### src/hw/dcm_defines.svh
// Command codes, field positions, masks and monitor codes for the control block.
`ifndef DCM_DEFINES_SVH
`define DCM_DEFINES_SVH

// Register-select and command address codes.
`define DCM_REGSEL_SFR     2'h0
`define DCM_CMD_CTRL_WR    4'hC
`define DCM_CMD_CTRL_RD    4'hC
`define DCM_CMD_MON_SEL    4'hA
`define DCM_CMD_PWR_DOWN   4'h8
`define DCM_CMD_PWR_UP     4'h9
`define DCM_CMD_SOFT_RST   4'hF

// Wide (14-bit) configuration word fields.
`define DCM_W_PD_STATE     13
`define DCM_W_REF_LEVEL    12
`define DCM_W_BOOST        11
`define DCM_W_REF_SRC      10
`define DCM_W_MON_EN       9
`define DCM_W_THERM_EN     8
`define DCM_W_TGL_HI       3
`define DCM_W_TGL_LO       2
`define DCM_W_MASK         14'h3F0C
`define DCM_W_MON_LSB      8

// Narrow (12-bit) configuration word fields.
`define DCM_N_PD_STATE     11
`define DCM_N_REF_LEVEL    10
`define DCM_N_BOOST        9
`define DCM_N_REF_SRC      8
`define DCM_N_MON_EN       7
`define DCM_N_THERM_EN     6
`define DCM_N_TGL_HI       1
`define DCM_N_TGL_LO       0
`define DCM_N_MASK         12'hFC3
`define DCM_N_MON_LSB      6

// Monitor codes.
`define DCM_MON_EXT_A      6'h24
`define DCM_MON_EXT_B      6'h25
`define DCM_MON_OFF        6'h3F
`define DCM_MON_LAST_CH    6'h0F

`endif

### src/hw/dcm_pkg.sv
// Types shared by the control and monitor-select block.
package dcm_pkg;

    typedef enum logic [1:0] {
        DCM_ROUTE_OFF,
        DCM_ROUTE_CHANNEL,
        DCM_ROUTE_EXT_A,
        DCM_ROUTE_EXT_B
    } dcm_route_t;

    typedef enum logic [1:0] {
        DCM_PWR_ON,
        DCM_PWR_SOFT_DOWN,
        DCM_PWR_THERMAL_DOWN
    } dcm_pwr_t;

endpackage : dcm_pkg

### src/hw/dcm_cfg_if.sv
// Decoded configuration fields passed from the main block to its helpers.
`timescale 1ns/1ns
interface dcm_cfg_if;
    logic       mon_enable;
    logic [5:0] mon_code;
    logic       tgl_hi_en;
    logic       tgl_lo_en;

    modport src (output mon_enable, output mon_code,
                 output tgl_hi_en, output tgl_lo_en);
    modport dst (input mon_enable, input mon_code,
                 input tgl_hi_en, input tgl_lo_en);
endinterface : dcm_cfg_if

### src/hw/dcm_mon_route.sv
// Monitor multiplexer selection decode.
`timescale 1ns/1ns
`include "dcm_defines.svh"
module dcm_mon_route #(
    parameter int NUM_CH = 16
) (
    // Clock and reset.
    input  wire logic               ref_clk_i,
    input  wire logic               resetn_i,
    // Configuration.
    dcm_cfg_if.dst                  cfg,
    // Routing result.
    output dcm_pkg::dcm_route_t     route_o,
    output logic [3:0]              route_ch_o
);
    dcm_pkg::dcm_route_t route_d;
    dcm_pkg::dcm_route_t route_q;
    logic [3:0]          ch_d;
    logic [3:0]          ch_q;

    // Undefined codes and channels beyond the fitted count stay three-stated.
    always_comb begin
        route_d = dcm_pkg::DCM_ROUTE_OFF;
        ch_d    = 4'h0;
        if (cfg.mon_enable) begin
            if (cfg.mon_code <= `DCM_MON_LAST_CH &&
                    int'(cfg.mon_code) < NUM_CH) begin
                route_d = dcm_pkg::DCM_ROUTE_CHANNEL;
                ch_d    = cfg.mon_code[3:0];
            end else if (cfg.mon_code == `DCM_MON_EXT_A) begin
                route_d = dcm_pkg::DCM_ROUTE_EXT_A;
            end else if (cfg.mon_code == `DCM_MON_EXT_B) begin
                route_d = dcm_pkg::DCM_ROUTE_EXT_B;
            end else begin
                route_d = dcm_pkg::DCM_ROUTE_OFF;
            end
        end
    end

    always_ff @(posedge ref_clk_i or negedge resetn_i) begin
        if (!resetn_i) begin
            route_q <= dcm_pkg::DCM_ROUTE_OFF;
            ch_q    <= 4'h0;
        end else begin
            route_q <= route_d;
            ch_q    <= ch_d;
        end
    end

    assign route_o    = route_q;
    assign route_ch_o = ch_q;
endmodule : dcm_mon_route

### src/hw/dcm_toggle.sv
// Per-channel A/B toggle state driven by the load strobe.
`timescale 1ns/1ns
module dcm_toggle #(
    parameter int NUM_CH = 16
) (
    // Clock and reset.
    input  wire logic               ref_clk_i,
    input  wire logic               resetn_i,
    // Configuration and strobe.
    dcm_cfg_if.dst                  cfg,
    input  wire logic               load_dac_strobe_i,
    // Per-channel register select, 1 means the B register.
    output logic [NUM_CH-1:0]       sel_b_o
);
    logic [NUM_CH-1:0] sel_d;
    logic [NUM_CH-1:0] sel_q;

    genvar g;
    generate
        for (g = 0; g < NUM_CH; g++) begin : g_ch
            logic grp_en;
            assign grp_en = (g < 8) ? cfg.tgl_lo_en : cfg.tgl_hi_en;
            // A disabled group falls back to its A register.
            always_comb begin
                sel_d[g] = 1'b0;
                if (grp_en) begin
                    sel_d[g] = load_dac_strobe_i ? ~sel_q[g]
                                                 : sel_q[g];
                end
            end
        end
    endgenerate

    always_ff @(posedge ref_clk_i or negedge resetn_i) begin
        if (!resetn_i) begin
            sel_q <= '0;
        end else begin
            sel_q <= sel_d;
        end
    end

    assign sel_b_o = sel_q;
endmodule : dcm_toggle

### src/hw/dcm_ctrl.sv
// Configuration word, monitor select and power control of the converter.
//
// Behaviour
// - Narrow monitor code in payload bits 11..6.
// - Command 1100 loads the configuration word.
// - Wide word 14 bits; bits 7..4,1..0 ignored.
// - Bit 13: power-down high-Z or 100k load.
// - Bit 12: internal reference 2.5 V or 1.25 V.
// - Bit 11 turns amplifier boost on.
// - Bit 10 selects internal reference source.
// - Bit 9 enables monitor, else three-state.
// - Bit 8 enables thermal shutdown above 130C.
// - Soft power-up only when die is cool; the code blocks it only while hot after a thermal shutdown.
// - Bits 3,2 enable upper and lower toggle.
// - Eight-channel part ignores bit 3.
// - Load strobe swaps A and B codes.
// - Narrow word 12 bits, same command.
// - Narrow layout shifted down by two bits.
// - Code 63 three-states; wide code bits 13..8.
`timescale 1ns/1ns
`include "dcm_defines.svh"
module dcm_ctrl #(
    parameter int   NUM_CH       = 16,
    parameter bit   NARROW       = 1'b0,
    parameter bit   REF_LEVEL_RST = 1'b1
) (
    // Clock and reset.
    input  wire logic               ref_clk_i,
    input  wire logic               resetn_i,
    // Decoded command word from the serial front end.
    input  wire logic               cmd_valid_i,
    input  wire logic               cmd_read_i,
    input  wire logic               reg_select_hi_i,
    input  wire logic               reg_select_lo_i,
    input  wire logic [3:0]         cmd_addr_i,
    input  wire logic [13:0]        payload_i,
    // Pins and sensors.
    input  wire logic               load_dac_strobe_i,
    input  wire logic               over_temp_i,
    input  wire logic               hw_power_down_i,
    // Readback.
    output logic [13:0]             readback_o,
    output logic                    readback_valid_o,
    // Analog control.
    output logic                    pd_output_state_o,
    output logic                    int_ref_level_o,
    output logic                    amp_boost_o,
    output logic                    ref_source_sel_o,
    output logic                    amps_powered_o,
    // Monitor routing.
    output dcm_pkg::dcm_route_t     monitor_route_o,
    output logic [3:0]              monitor_channel_o,
    // Toggle state.
    output logic [NUM_CH-1:0]       toggle_sel_b_o
);
    logic [13:0]        cfg_d;
    logic [13:0]        cfg_q;
    logic [5:0]         mon_d;
    logic [5:0]         mon_q;
    logic [13:0]        rb_d;
    logic [13:0]        rb_q;
    logic               rbv_d;
    logic               rbv_q;
    dcm_pkg::dcm_pwr_t  pwr_d;
    dcm_pkg::dcm_pwr_t  pwr_q;
    logic               ot_meta_q;
    logic               ot_q;
    logic               hpd_meta_q;
    logic               hpd_q;
    logic               is_sfr;
    logic [13:0]        rst_word;

    dcm_cfg_if cfg_bus ();

    // Picks one configuration field from either layout.
    function automatic logic fld(input logic [13:0] w,
                                 input int wide_pos, input int narrow_pos);
        fld = NARROW ? w[narrow_pos] : w[wide_pos];
    endfunction : fld

    // The reference-level default depends on the supply grade, set by the REF_LEVEL_RST parameter.
    always_comb begin
        rst_word = 14'h0000;
        if (NARROW) begin
            rst_word[`DCM_N_PD_STATE]  = 1'b1;
            rst_word[`DCM_N_REF_LEVEL] = REF_LEVEL_RST;
        end else begin
            rst_word[`DCM_W_PD_STATE]  = 1'b1;
            rst_word[`DCM_W_REF_LEVEL] = REF_LEVEL_RST;
        end
    end

    // Sensor and pin levels come from outside this clock.
    always_ff @(posedge ref_clk_i or negedge resetn_i) begin
        if (!resetn_i) begin
            ot_meta_q  <= 1'b0;
            ot_q       <= 1'b0;
            hpd_meta_q <= 1'b0;
            hpd_q      <= 1'b0;
        end else begin
            ot_meta_q  <= over_temp_i;
            ot_q       <= ot_meta_q;
            hpd_meta_q <= hw_power_down_i;
            hpd_q      <= hpd_meta_q;
        end
    end

    assign is_sfr = cmd_valid_i && !reg_select_hi_i && !reg_select_lo_i;

    always_comb begin
        cfg_d = cfg_q;
        mon_d = mon_q;
        pwr_d = pwr_q;
        rb_d  = rb_q;
        rbv_d = 1'b0;
        if (is_sfr) begin
            case (cmd_addr_i)
                `DCM_CMD_CTRL_WR: begin
                    if (cmd_read_i) begin
                        rb_d  = cfg_q;
                        rbv_d = 1'b1;
                    end else if (NARROW) begin
                        cfg_d = {2'b00, payload_i[11:0]
                                 & `DCM_N_MASK};
                    end else begin
                        cfg_d = payload_i & `DCM_W_MASK;
                    end
                end
                `DCM_CMD_MON_SEL: begin
                    if (!cmd_read_i) begin
                        mon_d = NARROW
                            ? payload_i[`DCM_N_MON_LSB +: 6]
                            : payload_i[`DCM_W_MON_LSB +: 6];
                    end
                end
                `DCM_CMD_PWR_DOWN: begin
                    if (!cmd_read_i) begin
                        pwr_d = dcm_pkg::DCM_PWR_SOFT_DOWN;
                    end
                end
                `DCM_CMD_PWR_UP: begin
                    // A hot die keeps the amplifiers off after a thermal shutdown.
                    if (!cmd_read_i && !(pwr_q == dcm_pkg::DCM_PWR_THERMAL_DOWN
                                         && ot_q)) begin
                        pwr_d = dcm_pkg::DCM_PWR_ON;
                    end
                end
                `DCM_CMD_SOFT_RST: begin
                    if (!cmd_read_i) begin
                        cfg_d = rst_word;
                        mon_d = `DCM_MON_OFF;
                        pwr_d = dcm_pkg::DCM_PWR_ON;
                    end
                end
                default: begin
                    cfg_d = cfg_q;
                end
            endcase
        end
        // Shutdown wins over any command in the same cycle.
        if (ot_q && fld(cfg_q, `DCM_W_THERM_EN, `DCM_N_THERM_EN)) begin
            pwr_d = dcm_pkg::DCM_PWR_THERMAL_DOWN;
        end
    end

    always_ff @(posedge ref_clk_i or negedge resetn_i) begin
        if (!resetn_i) begin
            cfg_q <= NARROW ? {2'b00, 1'b1, REF_LEVEL_RST, 10'h000}
                            : {1'b1, REF_LEVEL_RST, 12'h000};
            mon_q <= `DCM_MON_OFF;
            pwr_q <= dcm_pkg::DCM_PWR_ON;
            rb_q  <= 14'h0000;
            rbv_q <= 1'b0;
        end else begin
            cfg_q <= cfg_d;
            mon_q <= mon_d;
            pwr_q <= pwr_d;
            rb_q  <= rb_d;
            rbv_q <= rbv_d;
        end
    end

    assign cfg_bus.mon_enable = fld(cfg_q, `DCM_W_MON_EN, `DCM_N_MON_EN);
    assign cfg_bus.mon_code   = mon_q;
    assign cfg_bus.tgl_lo_en  = fld(cfg_q, `DCM_W_TGL_LO, `DCM_N_TGL_LO);
    assign cfg_bus.tgl_hi_en  = (NUM_CH > 8) &&
        fld(cfg_q, `DCM_W_TGL_HI, `DCM_N_TGL_HI);

    dcm_mon_route #(.NUM_CH(NUM_CH)) u_mon (
        .ref_clk_i  (ref_clk_i),
        .resetn_i   (resetn_i),
        .cfg        (cfg_bus),
        .route_o    (monitor_route_o),
        .route_ch_o (monitor_channel_o)
    );

    dcm_toggle #(.NUM_CH(NUM_CH)) u_tgl (
        .ref_clk_i         (ref_clk_i),
        .resetn_i          (resetn_i),
        .cfg               (cfg_bus),
        .load_dac_strobe_i (load_dac_strobe_i),
        .sel_b_o           (toggle_sel_b_o)
    );

    // Registered analog controls; the hardware pin ORs into power-down.
    logic pd_d;
    logic pd_q;
    logic lvl_d;
    logic lvl_q;
    logic bst_d;
    logic bst_q;
    logic src_d;
    logic src_q;
    logic on_d;
    logic on_q;

    always_comb begin
        pd_d  = fld(cfg_q, `DCM_W_PD_STATE, `DCM_N_PD_STATE);
        lvl_d = fld(cfg_q, `DCM_W_REF_LEVEL, `DCM_N_REF_LEVEL);
        bst_d = fld(cfg_q, `DCM_W_BOOST, `DCM_N_BOOST);
        src_d = fld(cfg_q, `DCM_W_REF_SRC, `DCM_N_REF_SRC);
        on_d  = (pwr_q == dcm_pkg::DCM_PWR_ON) && !hpd_q;
    end

    always_ff @(posedge ref_clk_i or negedge resetn_i) begin
        if (!resetn_i) begin
            pd_q  <= 1'b1;
            lvl_q <= REF_LEVEL_RST;
            bst_q <= 1'b0;
            src_q <= 1'b0;
            on_q  <= 1'b0;
        end else begin
            pd_q  <= pd_d;
            lvl_q <= lvl_d;
            bst_q <= bst_d;
            src_q <= src_d;
            on_q  <= on_d;
        end
    end

    assign pd_output_state_o = pd_q;
    assign int_ref_level_o   = lvl_q;
    assign amp_boost_o       = bst_q;
    assign ref_source_sel_o  = src_q;
    assign amps_powered_o    = on_q;
    assign readback_o        = rb_q;
    assign readback_valid_o  = rbv_q;
endmodule : dcm_ctrl

### config.mk
export PLATFORM = sky130hd
export DESIGN_NAME = dcm_ctrl
export DESIGN_NICKNAME = d
export VERILOG_FILES = /design/src/hw/dcm_pkg.sv /design/src/hw/dcm_cfg_if.sv /design/src/hw/dcm_mon_route.sv /design/src/hw/dcm_toggle.sv /design/src/hw/dcm_ctrl.sv
export VERILOG_INCLUDE_DIRS = /design/src /design/src/hw
export SDC_FILE = /design/constraint.sdc
export NUM_CORES = 1
export LEC_CHECK = 0
export BUFFER_PORTS_ARGS = -buffer_cell sky130_fd_sc_hd__buf_2
export CORE_MARGIN = 4
export CORE_UTILIZATION = 31
export CTS_BUF_LIST = sky130_fd_sc_hd__clkbuf_16
export DETAILED_ROUTE_END_ITERATION = 12
export GPL_TIMING_DRIVEN = 1
export PLACE_DENSITY = 0.66
export SYNTH_ARGS = -nofsm -noshare
export SYNTH_HDL_FRONTEND = slang
export SYNTH_SLANG_ARGS = --single-unit
### constraint.sdc
create_clock -name ref_clk_i -period 0.9 [get_ports ref_clk_i]
set_input_delay 0.09 -clock ref_clk_i [delete_from_list [all_inputs] [get_ports ref_clk_i]]
set_output_delay 0.09 -clock ref_clk_i [all_outputs]
set_load 0.01 [all_outputs]
* After elaboration in Yosys (flattened, before gate mapping)
Cells that the tools add are included.
Word-level totals: register bits 68, input bits 27, output and inout bits 42, word-level logic and storage cells 126
Operators by class: order comparisons 2, eq/ne operators 16, muxes and demuxes 53, bitwise operators 16, reduce and logical (&&, ||, !) cells 21
Operators with widths (count):
- two-way mux 1 bit | 35
- two-way mux 14 bit | 2
- one-hot mux 14 bit (2 select lines) | 1
- equality test 4 bit, second input constant | 5
- two-way mux 2 bit | 9
- inverter 1 bit | 16
- equality test 6 bit, second input constant | 2
- two-way mux 6 bit | 2
- one-hot mux 6 bit (2 select lines) | 1
- != test 2 bit, second input constant | 5
- != test 3 bit, second input constant | 3
- two-way mux 4 bit | 2
- AND reduction 4 bit | 2
- logical AND 1 bit | 7
- <= comparator 6 x 4 -> 1 bit, second input constant | 1
- < comparator 6 x 5 -> 1 bit, second input constant | 1
- one-hot mux 2 bit (3 select lines) | 1
- nonzero test 2 bit | 3
- zero test 1 bit | 5
- AND reduction 5 bit | 1
- nonzero test 4 bit | 1
- AND reduction 3 bit | 1
- equality test 2 bit, second input constant | 1
- zero test 2 bit | 1

* Logic depth before layout (Yosys ltp)
Gate-level depths: netlist of run 1.
word-level depth 8, mapped depth 6, gate-level depth less buffers 4

* Hierarchy
From an unflattened synthesis of run 1, not the netlist that was laid out.
Second synthesis, totals: cell total of the unflattened synthesis 179, area, all modules 2333.5 sq um
By module, submodules not included:
- dcm_ctrl | times used 1, cells an instance 114, area each 1438.9 sq um, seq. area each 863.3 sq um
- dcm_toggle | times used 1, cells an instance 50, area each 671.9 sq um, seq. area each 400.4 sq um
- dcm_mon_route | times used 1, cells an instance 15, area each 222.7 sq um, seq. area each 150.1 sq um

* Worst setup path before layout of run 1
OpenSTA, ideal clock, no wires.
path type input -> register, start in reg_select_lo_i, end reg rb_q[10], in the netlist readback_o[10], setup time 125 ps, data arrival time 927 ps, data required time 775 ps, setup slack -152 ps, stages on the path 3, path buffers 0, path through and4bb_4 -> nand4_4 -> mux2_2
On the way: cells in the longest elaborated chain, start to end 3
Ends and longest elaborated chain:
- start, declared | RTL line dcm_ctrl.sv:34 | input wire logic reg_select_lo_i,
- zero test 1 bit | RTL line dcm_ctrl.sv:108 | assign is_sfr = cmd_valid_i && !reg_select_hi_i && !reg_select_lo_i;
- logical AND 1 bit | RTL line dcm_ctrl.sv:108
- AND reduction 3 bit (no line)
- end signal, assigned | RTL line dcm_ctrl.sv:178 | rb_q <= rb_d;
- end, declared | RTL line dcm_ctrl.sv:61 | logic [13:0] rb_q;
No other way between the ends. A chain may end at the register's enable or synchronous reset.

* Worst setup path in the final report of run 1
start reg pwr_q[1], end reg pwr_q[0]
On the way: cells in the longest elaborated chain, start to end 6
Ends and longest elaborated chain:
- start, declared | RTL line dcm_ctrl.sv:65 | dcm_pkg::dcm_pwr_t pwr_q;
- start signal, assigned | RTL line dcm_ctrl.sv:171 | pwr_q <= dcm_pkg::DCM_PWR_ON;
- start signal, assigned | RTL line dcm_ctrl.sv:177 | pwr_q <= pwr_d;
- equality test 2 bit | RTL line dcm_ctrl.sv:143 | if (!cmd_read_i && !(pwr_q == dcm_pkg::DCM_PWR_THERMAL_DOWN
- logical AND 1 bit | RTL line dcm_ctrl.sv:144 | && ot_q)) begin
- zero test 1 bit | RTL line dcm_ctrl.sv:143
- logical AND 1 bit | RTL line dcm_ctrl.sv:143
- != test 3 bit (no line)
- AND reduction 5 bit (no line)
No other way between the ends.

==> impl_results.md, run 1 <==
* Status: finished with violations
* Failing checks: negative setup slack
* Pins over their slew limit at 0
* Maximum fanout along the worst path at 4
* Chip Height at roughly 94 um
* Routed WL per cell at approximately 12 um
* Final WL at 4460 um
* HPWL after detailed placement at between 3000 and 4000 um
* Root buffer cell: clkbuf_16
* Max IR drop VDD at between 0.7 and 0.8 mV
* Final GP Congestion at between 0.7 and 0.8
* Remaining antenna violation count at 0
* Reg2Reg Setup Slack at -130 ps
* H-tree levels at 2
* Crit path capture type: flop
* Power share of the sequential group at 52.1%
* Setup repair after global routing missed its margin: true
* Reg2reg start: pwr_q[1]
* DRT Pass-1 Iters at 4
* Grt total ovfl at 0
* Worst Skew at between 5 and 6 ps
* FF+latch count, synth at 56
* Critical path class: flop to flop
* Via count at ~1600
* Tot GR Track Use at a little over a tenth
* I/O pin cnt at 69
* Critical Path RT at 1070 ps
* Worst hold stages at 3
* Cell leakage power at 1.60 nW
* Hold WC Path Type: primary input to flop
* Initial Util at between 30% and 40%
* CTS max path bufs at 2
* Setup ws final at -126 ps
* Worst Hold Endpoint: cfg_q[2]
* Setup-failing EPs final at 33
* Critical Path, Cell by Cell: nand3_1, a221oi_1, nand3b_1, a22oi_1
* Initial antenna violation count at 0
* CP max stage delay at 390 ps
* Vias in the first global route at 1553
* Final Hold Vio Count at 0
* Slowest CP cell: dfrtp_1
* Die area at a little under 0.009 mm^2
* P&R area growth vs syn at 33.5%
* Clock latency at the later pin of the worst-skew pair at just under 300 ps
* Die X at 94.2 um
* Max-cap violations at 0
* Synth top area share at between 40% and 50%
* Nets at approximately 300
* Share of cells above drive strength 1 at between 40% and 50%
* First-pass GRT wire length at about 7500 um
* # diodes at 0
* Reg-to-Reg End: pwr_q[0]
* Place WS at -347 ps
* Synth area leaders: dfrtp_1, dfstp_2, xor2_1
* Final design utilization at between 40% and 50%
* Sequential fraction of the synthesis area at 61.3%
* Min Hold Slack at around 26 ps
* Clock transition at path regs at about 70 ps
* P_sw at between 1 and 1.5 mW
* Max Fclk at between 900 and 1000 MHz
* Total power draw at approximately 5.7 mW
* Core ar. at ~0.0073 mm^2
* Synth unique cells at 31
* Pwr per Cell Area at between 1500 and 2000 mW/mm^2
* Clock Power Share at approximately 33%
* CTS tree: done
* Combinational cell fraction of total power at approximately 14%
* IO Port Bufs at 56
* Crit path DAT at about 1200 ps
* Row count at 31
* Avg Vias per Cell at 4.25
* Clk sinks at 56
* Net Sw Frac at 25.1%
* Cell area after synthesis at between 0.002 and 0.0025 mm^2
* Largest net degree at the start of global routing at 57
* Cts bufs inserted at 5
* P_int at 4.25 mW
* Non-Filler Instances at ~370
* Gate Count Post-Synth at around 190
* Syn_area_per_cell at 12.1 um^2
* Placed Instances at ~360
* Yosys warns at 0
* Min cycle time layout at a little over 1000 ps
* Leading area contributor after synthesis: dfrtp_1
* HP Start: payload_i[2]
* Tcrit/Tclk final at 114%
* Initial drt markers at 49
* Crit start category: flop
* Reg2reg path depth at 4
* DR DRC count at 0
## synthesized netlist by cell type (all sizes together)
master   n
a21o     1
a21oi    2
a221oi   1
a22oi    2
and2    20
and2b    1
and4b    1
and4bb   1
buf     11
clkbuf   2
conb     1
dfrtp   46
dfstp   10
inv      2
mux2     8
nand2   24
nand2b   1
nand3    1
nand3b   2
nand4    4
nor2    10
nor3     2
nor4     1
o21ai   17
o311ai   1
o41ai    1
xnor2    2
xor2    16
## state kept, by name, indices dropped and copies added, names as in the netlist, 2 cells and up
register / cells
u_tgl.sel_b_o: 16
cfg_q: 8
readback_o: 8
cfg_bus.mon_code: 6
u_mon.route_ch_o: 4
pwr_q: 2
u_mon.route_o: 2
## per-layer routing
| layer | global-route usage [%] | up-vias | wire length [um] |
|---|---|---|---|
| met5 | 0 | - | 0 |
| met4 | 3.25 | 0 | 42 |
| met3 | 3.04 | 5 | 334 |
| met2 | 17.1 | 49 | 2100 |
| met1 | 14.3 | 743 | 1980 |
| li1 | - | 783 | - |
## worst max-delay path, delay by kind of cell, from the launching register on
family / cells / cell delay, ps
DFF: 1 / 390
and+or+nand+nor: 2 / 230
AOI/OAI and AO/OA: 2 / 290
## cells by family after synthesis
| kind of cell | after synthesis | synth area share [%] |
|---|---|---|
| compound gates | 25 | 6.24 |
| simple gates | 68 | 16.7 |
| buf+inv | 15 | 4.83 |
| xor+xnor | 18 | 6.84 |
| flops | 56 | 61.3 |
| other cells | 1 | 0.163 |
| mux | 8 | 3.91 |
## power by group through the flow
stage / sequential, mW / combinational [mW] / clock, mW
3_3_place_gp: 3.00 / 0.773 / 0
4_1_cts: 2.96 / 0.839 / 1.98
3_5_place_dp: 3.00 / 0.787 / 0
2_1_floorplan: 3.04 / 0.381 / 0
5_1_grt: 3.00 / 0.922 / 2.10
6_report: 2.96 / 0.822 / 1.90
## stage by stage
step	TNS, ps	area [um^2]
floorplan	-2060	2370
global placement	-6250	2830
detailed placement	-6740	2830
CTS	-1340	3070
global route	-2570	3080
finish	-907	3080
## worst max path at each step
stage,start,end
5_1_grt,pwr_q[1],pwr_q[0]
3_3_place_gp,reg_select_lo_i,readback_o[10]
3_5_place_dp,reg_select_lo_i,readback_o[10]
2_1_floorplan,reg_select_lo_i,readback_o[10]
6_report,pwr_q[1],pwr_q[0]
4_1_cts,pwr_q[1],pwr_q[0]
## placed cells by master (no fill, tap or decap), types with 3 or more instances in the layout
cell           count
buf_4             21
and2_1            18
nor2_1             9
clkbuf_16          5
nand2_1           23
buf_2             51
conb_1             6
dfrtp_1           46
mux2_2             8
dlygate4sd3_1      3
o21ai_1           15
buf_6              5
xor2_1            16
dfstp_2           10
## layout make-up
type,instances,area (um^2)
Clock inverter,3,21.3
Sequential cell,56,1410
Multi-Input combinational cell,125,848
Clock buffer,5,125
Timing Repair Buffer,82,539
Inverter,2,7.51
Tap cell,99,124
Fill cell,719,4170
## timing repair
action | in CTS | in global routing
gates cloned | 0 | 0
hold buffers | 3 | 0
endpoints found under the hold margin | 48 | 0
buffers inserted | 3 | 1
endpoints found under the setup margin | 42 | 49
pin swaps | 3 | 0
gates resized for setup | 11 | 0
Power figures use the tool's default switching activity.
==> run 2: changes to the inputs <==
--- a/config.mk
+++ b/config.mk
@@ -7,12 +7,16 @@
 export NUM_CORES = 1
 export LEC_CHECK = 0
 export BUFFER_PORTS_ARGS = -buffer_cell sky130_fd_sc_hd__buf_2
+export CELL_PAD_IN_SITES_DETAIL_PLACEMENT = 0
+export CELL_PAD_IN_SITES_GLOBAL_PLACEMENT = 1
 export CORE_MARGIN = 4
 export CORE_UTILIZATION = 31
 export CTS_BUF_LIST = sky130_fd_sc_hd__clkbuf_16
 export DETAILED_ROUTE_END_ITERATION = 12
 export GPL_TIMING_DRIVEN = 1
-export PLACE_DENSITY = 0.66
+export MAX_ROUTING_LAYER = met4
+export PLACE_DENSITY = 0.78
+export SKIP_CTS_REPAIR_TIMING = 1
 export SYNTH_ARGS = -nofsm -noshare
 export SYNTH_HDL_FRONTEND = slang
 export SYNTH_SLANG_ARGS = --single-unit
==> impl_results.md, run 2 (synthesis gave the netlist of run 1 again) <==
* Status: finished with violations
* Failing checks: negative setup slack
* Worst Skew at 3.00 ps (-2.35 ps)
* Cts bufs inserted at 5 (unchanged)
* First-pass GRT wire length at 7440 um (-1.1%)
* Setup-failing EPs final at 29 (-12%)
* Final GP Congestion at 0.703 (-1.9%)
* HPWL after detailed placement at 3310 um (-1.1%)
* Vias in the first global route at 1539 (-0.90%)
* CTS tree: done
* Fin area at 0.00311 mm^2 (+0.85%)
* Final WL at 4670 um (+4.8%)
* Chip Height at 94.2 um (unchanged)
* Total power draw at 5.66 mW (-0.29%)
* Via count at 1617 (+2.3%)
* Crit path capture type: flop
* Non-Filler Instances at 372 (unchanged)
* Initial antenna violation count at 0 (unchanged)
* Power share of the sequential group at 52.4% (+0.3 points)
* I/O pin cnt at 69 (unchanged)
* Commonest non-fill, non-tap cell in the layout: buf_2
* Fillcell total at 714 (-0.70%)
* P_sw at 1.42 mW (-0.40%)
* P&R area growth vs syn at 34.7%
* Share of cells above drive strength 1 at 42.5% (-0.37 points)
* CTS max path bufs at 2 (unchanged)
* Clock latency at the later pin of the worst-skew pair at 290 ps (about the same)
* Avg Vias per Cell at 4.35 (+2.3%)
* Clock Power Share at 32.6% (-0.8 points)
* Min cycle time layout at 1050 ps (+24.3 ps)
* Largest net degree at the start of global routing at 57 (unchanged)
* Net Sw Frac at 25.1% (-0.027 points)
* Combinational cell fraction of total power at 15.0% (+0.5 points)
* Final Hold Vio Count at 0 (unchanged)
* Cell leakage power at 1.60 nW (-0.15%)
* Max Fclk at 952 MHz (-2.3%)
* Clk sinks at 56 (unchanged)
* Hold WC Path Type: primary input to flop
* Tot GR Track Use at 10.9% (+0.12 points)
* Most frequent cells in the layout: buf_2, dfrtp_1, nand2_1
* Maximum fanout along the worst path at 4 (unchanged)
* Crit start category: flop
* Row count at 31 (unchanged)
* Remaining antenna violation count at 0 (unchanged)
* Die area at 0.00888 mm^2 (unchanged)
* Core ar. at 0.00725 mm^2 (unchanged)
* Pins over their slew limit at 0 (unchanged)
* Max reg flops at 16 (unchanged)
* Crit path DAT at 1220 ps (+30 ps)
* Setup ws final at -151 ps (-24.3 ps)
* Nets at 299 (unchanged)
* Critical path class: flop to flop
* H-tree levels at 2 (unchanged)
* Placed Area at 0.00283 mm^2 (-0.18%)
* Clock transition at path regs at 70 ps (about the same)
* Placed Instances at 358 (+0.28%)
* Initial Util at 31.8% (unchanged)
* Die X at 94.2 um (unchanged)
* DR DRC count at 0 (unchanged)
* Grt total ovfl at 0 (unchanged)
* Max-cap violations at 0 (unchanged)
* Initial drt markers at 56 (+14%)
* Setup TNS Final at -826 ps (+81.3 ps)
* P_int at 4.24 mW (-0.25%)
* Setup repair after global routing missed its margin: true
* Root buffer cell: clkbuf_16
* Critical Path RT at 1070 ps (about the same)
* DRT Pass-1 Iters at 4 (unchanged)
* Routed WL per cell at 12.6 um (+4.8%)
* Max IR drop VDD at 0.631 mV (-13%)
* Tcrit/Tclk final at 117% (+2.7 points)
* Pwr per Cell Area at 1820 mW/mm^2 (-1.1%)
* IO Port Bufs at 56 (unchanged)
* # diodes at 0 (unchanged)
==> run 2: cell count changes in the layout (fill, tap and decap cells not counted), moves of 2 or more <==
cell,previous run,this run
and2_1,18,20
and2_4,2,0
buf_2,51,49
buf_4,21,19
buf_6,5,9
==> run 2: worst max-delay path: stages, from the launching register on <==
cell,delay [ps]
dfrtp_1,390
nand3_1,100
a221oi_1,230
nand3b_1,150
a22oi_1,70
==> run 2: final cells by class <==
type / instances / area, um^2 / share of cell area [%]
well taps: 99 / 124 / 3.99
clock buffers: 5 / 125 / 4.03
multi-input cells: 126 / 881 / 28.4
flip-flops and latches: 56 / 1420 / 45.6
clock inverters: 3 / 13.8 / 0.443
inverters: 2 / 7.51 / 0.242
repair buffers: 81 / 539 / 17.4
==> run 2: path summary, 6_finish.rpt <==
path,startpoint,endpoint,slack [ps],depth (start not counted)
min in group asynchronous,resetn_i,u_tgl.sel_b_o[2],320,3
max in group asynchronous,resetn_i,cfg_bus.mon_code[1],280,3
worst min-delay path,payload_i[2],cfg_q[2],30,3
worst max register to register,pwr_q[1],pwr_q[0],-150,4
worst min register to register,hpd_meta_q,hpd_q,350,0
worst max-delay path,pwr_q[1],pwr_q[0],-150,4
==> run 2: per-layer routing <==
layer | GRT usage, % | wire length [um] | vias to the layer above
met1 | 14.4 | 2200 | 766
met5 | - | 0 | -
met4 | 3.25 | 52 | 0
met2 | 16.4 | 2080 | 57
met3 | 2.96 | 336 | 6
li1 | - | - | 788
==> run 2: through the flow <==
| stage | hold WS [ps] | util, % | setup WS (ps) |
|---|---|---|---|
| after floorplan | -206 | - | -146 |
| after global placement | 109 | 39.0 | -277 |
| after detailed placement | 113 | 39.0 | -295 |
| after CTS | -195 | 40.9 | -132 |
| after global routing | 42.1 | 42.8 | -186 |
| final | 32.6 | 42.8 | -151 |
==> run 2: power by group through the flow <==
stage               sequential, mW  combinational, mW  clock, mW
floorplan                     3.04              0.381          0
global placement              3.00              0.769          0
detailed placement            3.00              0.787          0
CTS                           2.96              0.791       1.92
global route                  3.00              0.949       2.05
finish                        2.97              0.848       1.84
==> run 3: changes to the inputs <==
--- a/config.mk
+++ b/config.mk
@@ -12,10 +12,12 @@
 export CORE_MARGIN = 4
 export CORE_UTILIZATION = 31
 export CTS_BUF_LIST = sky130_fd_sc_hd__clkbuf_16
+export CTS_CLUSTER_SIZE = 12
 export DETAILED_ROUTE_END_ITERATION = 12
 export GPL_TIMING_DRIVEN = 1
 export MAX_ROUTING_LAYER = met4
 export PLACE_DENSITY = 0.78
+export REMOVE_ABC_BUFFERS = 1
 export SKIP_CTS_REPAIR_TIMING = 1
 export SYNTH_ARGS = -nofsm -noshare
 export SYNTH_HDL_FRONTEND = slang
==> impl_results.md, run 3 (synthesis gave the netlist of run 1 again) <==
* Status: finished with violations
* Failing checks: negative setup slack
* Clock transition at path regs at 70 ps (about the same)
* Maximum fanout along the worst path at 4 (unchanged)
* Die X at 94.2 um (unchanged)
* H-tree levels at 2 (unchanged)
* Crit path DAT at 1190 ps (-30 ps)
* Setup ws final at -120 ps (+30.2 ps)
* Cell leakage power at 1.61 nW (+0.91%)
* Largest net degree at the start of global routing at 57 (unchanged)
* Place WS at -341 ps (-45.7 ps)
* DR DRC count at 0 (unchanged)
* Non-Filler Instances at 372 (unchanged)
* Fillcell total at 701 (-1.8%)
* Hold WC Path Type: primary input to flop
* Clock latency at the later pin of the worst-skew pair at 290 ps (about the same)
* Slowest CP cell: dfrtp_1
* Min cycle time layout at 1020 ps (-30.2 ps)
* Buf+Inv Stages, Crit Path at 0 (unchanged)
* I/O pin cnt at 69 (unchanged)
* Combinational cell fraction of total power at 14.7% (-0.3 points)
* Root buffer cell: clkbuf_16
* Reg2reg path depth at 4 (unchanged)
* Critical Path, Cell by Cell: nand3_1, a221oi_2, nand3b_1, a22oi_1
* First-pass GRT wire length at 7640 um (+2.7%)
* IO Port Bufs at 56 (unchanged)
* Crit start category: flop
* Die area at 0.00888 mm^2 (unchanged)
* Critical Path RT at 1070 ps (about the same)
* Nets at 299 (unchanged)
* Multi-input gate area at 848 um^2 (-3.7%)
* Clock Power Share at 36.2% (+3.6 points)
* Cts bufs inserted at 5 (unchanged)
* Vias in the first global route at 1575 (+2.3%)
* Avg Vias per Cell at 4.33 (-0.31%)
* Grt total ovfl at 0 (unchanged)
* Row count at 31 (unchanged)
* Crit path capture type: flop
* CP Depth at 4 (unchanged)
* Tot GR Track Use at 11.6% (+0.68 points)
* Setup-failing EPs final at 38 (+31%)
* Via count at 1612 (-0.31%)
* Chip Height at 94.2 um (unchanged)
* Max Fclk at 980 MHz (+3.0%)
* Max IR drop VDD at 0.776 mV (+23%)
* CP delay by family, top: flip-flops
* # diodes at 0 (unchanged)
* CP max stage delay at 390 ps (about the same)
* Sequential Area at 0.00141 mm^2 (about the same)
* Commonest non-fill, non-tap cell in the layout: buf_2
* Tcrit/Tclk final at 113% (-3.4 points)
* Most frequent cells in the layout: buf_2, dfrtp_1, nand2_1
* Placed Area at 0.00281 mm^2 (-0.53%)
* Critical path class: flop to flop
* P&R area growth vs syn at 35.0%
* Clk sinks at 56 (unchanged)
* Setup repair after global routing missed its margin: true
* Worst Skew at 5.90 ps (+2.90 ps)
* Initial drt markers at 50 (-11%)
* Share of cells above drive strength 1 at 42.5% (unchanged)
* Remaining antenna violation count at 0 (unchanged)
* CTS tree: done
* P_sw at 1.45 mW (+2.0%)
* HPWL after detailed placement at 3330 um (+0.53%)
* Worst hold stages at 3 (unchanged)
* Final GP Congestion at 0.796 (+13%)
* Pwr per Cell Area at 1930 mW/mm^2 (+5.8%)
* Net Sw Frac at 24.1% (-0.96 points)
* Final WL at 4640 um (-0.75%)
* P_int at 4.56 mW (+7.5%)
* Routed WL per cell at 12.5 um (-0.75%)
* Pins over their slew limit at 0 (unchanged)
* Placed Instances at 361 (+0.84%)
* Initial Util at 31.8% (unchanged)
* DRT Pass-1 Iters at 3 (-1)
* Max reg flops at 16 (unchanged)
* Reg2Reg Setup Slack at -120 ps (+30 ps)
* Final Hold Vio Count at 0 (unchanged)
* Initial antenna violation count at 0 (unchanged)
* CTS max path bufs at 2 (unchanged)
* Core ar. at 0.00725 mm^2 (unchanged)
* Power share of the sequential group at 49.1% (-3.3 points)
* Fin area at 0.00311 mm^2 (+0.24%)
* Max-cap violations at 0 (unchanged)
[run 3: final timing paths]
check | start | end
hold reg to reg | ot_meta_q | ot_q
setup reg to reg | pwr_q[1] | pwr_q[0]
min in group asynchronous | resetn_i | u_tgl.sel_b_o[12]
max in group asynchronous | resetn_i | cfg_bus.mon_code[3]
hold / removal | payload_i[2] | cfg_q[2]
setup / recovery | pwr_q[1] | pwr_q[0]
[run 3: metrics by stage]
stage          utilization, %  TNS (ps)  hold WS (ps)  power (mW)
2_1_floorplan               -     -2660          -206        3.30
3_3_place_gp             38.7     -6400           110        3.75
3_5_place_dp             38.7     -7080           109        3.78
4_1_cts                  41.1     -2050          -207        5.98
5_1_grt                  42.9     -2780          49.9        6.34
6_report                 42.9     -1110          40.0        6.01
[run 3: area by class of cell]
class / count / share of cell area (%)
Timing Repair Buffer: 82 / 17.7
Tap cell: 99 / 3.98
Clock inverter: 3 / 1.37
Inverter: 2 / 0.241
Multi-Input combinational cell: 125 / 27.3
Sequential cell: 56 / 45.4
Clock buffer: 5 / 4.02
[run 3: power groups by stage]
stage	logic [mW]	clock network, mW	registers [mW]
2_1_floorplan	0.275	0	3.03
3_3_place_gp	0.785	0	2.97
3_5_place_dp	0.802	0	2.97
4_1_cts	0.806	2.25	2.93
5_1_grt	0.987	2.37	2.98
6_report	0.880	2.18	2.95
[run 3: layer usage]
| metal | vias to the layer above | share of wire (%) | GRT usage [%] |
|---|---|---|---|
| met2 | 54 | 44 | 16.3 |
| met4 | 0 | 1.2 | 4.33 |
| met3 | 6 | 7.9 | 4.01 |
| met1 | 764 | 47 | 15.4 |
| met5 | - | 0 | - |
| li1 | 788 | - | - |
[run 3: worst reg2reg max path, stage by stage, from the launching register on]
cell and delay [ps]:
dfrtp_1 390, nand3_1 110, a221oi_2 210, nand3b_1 130, a22oi_1 60
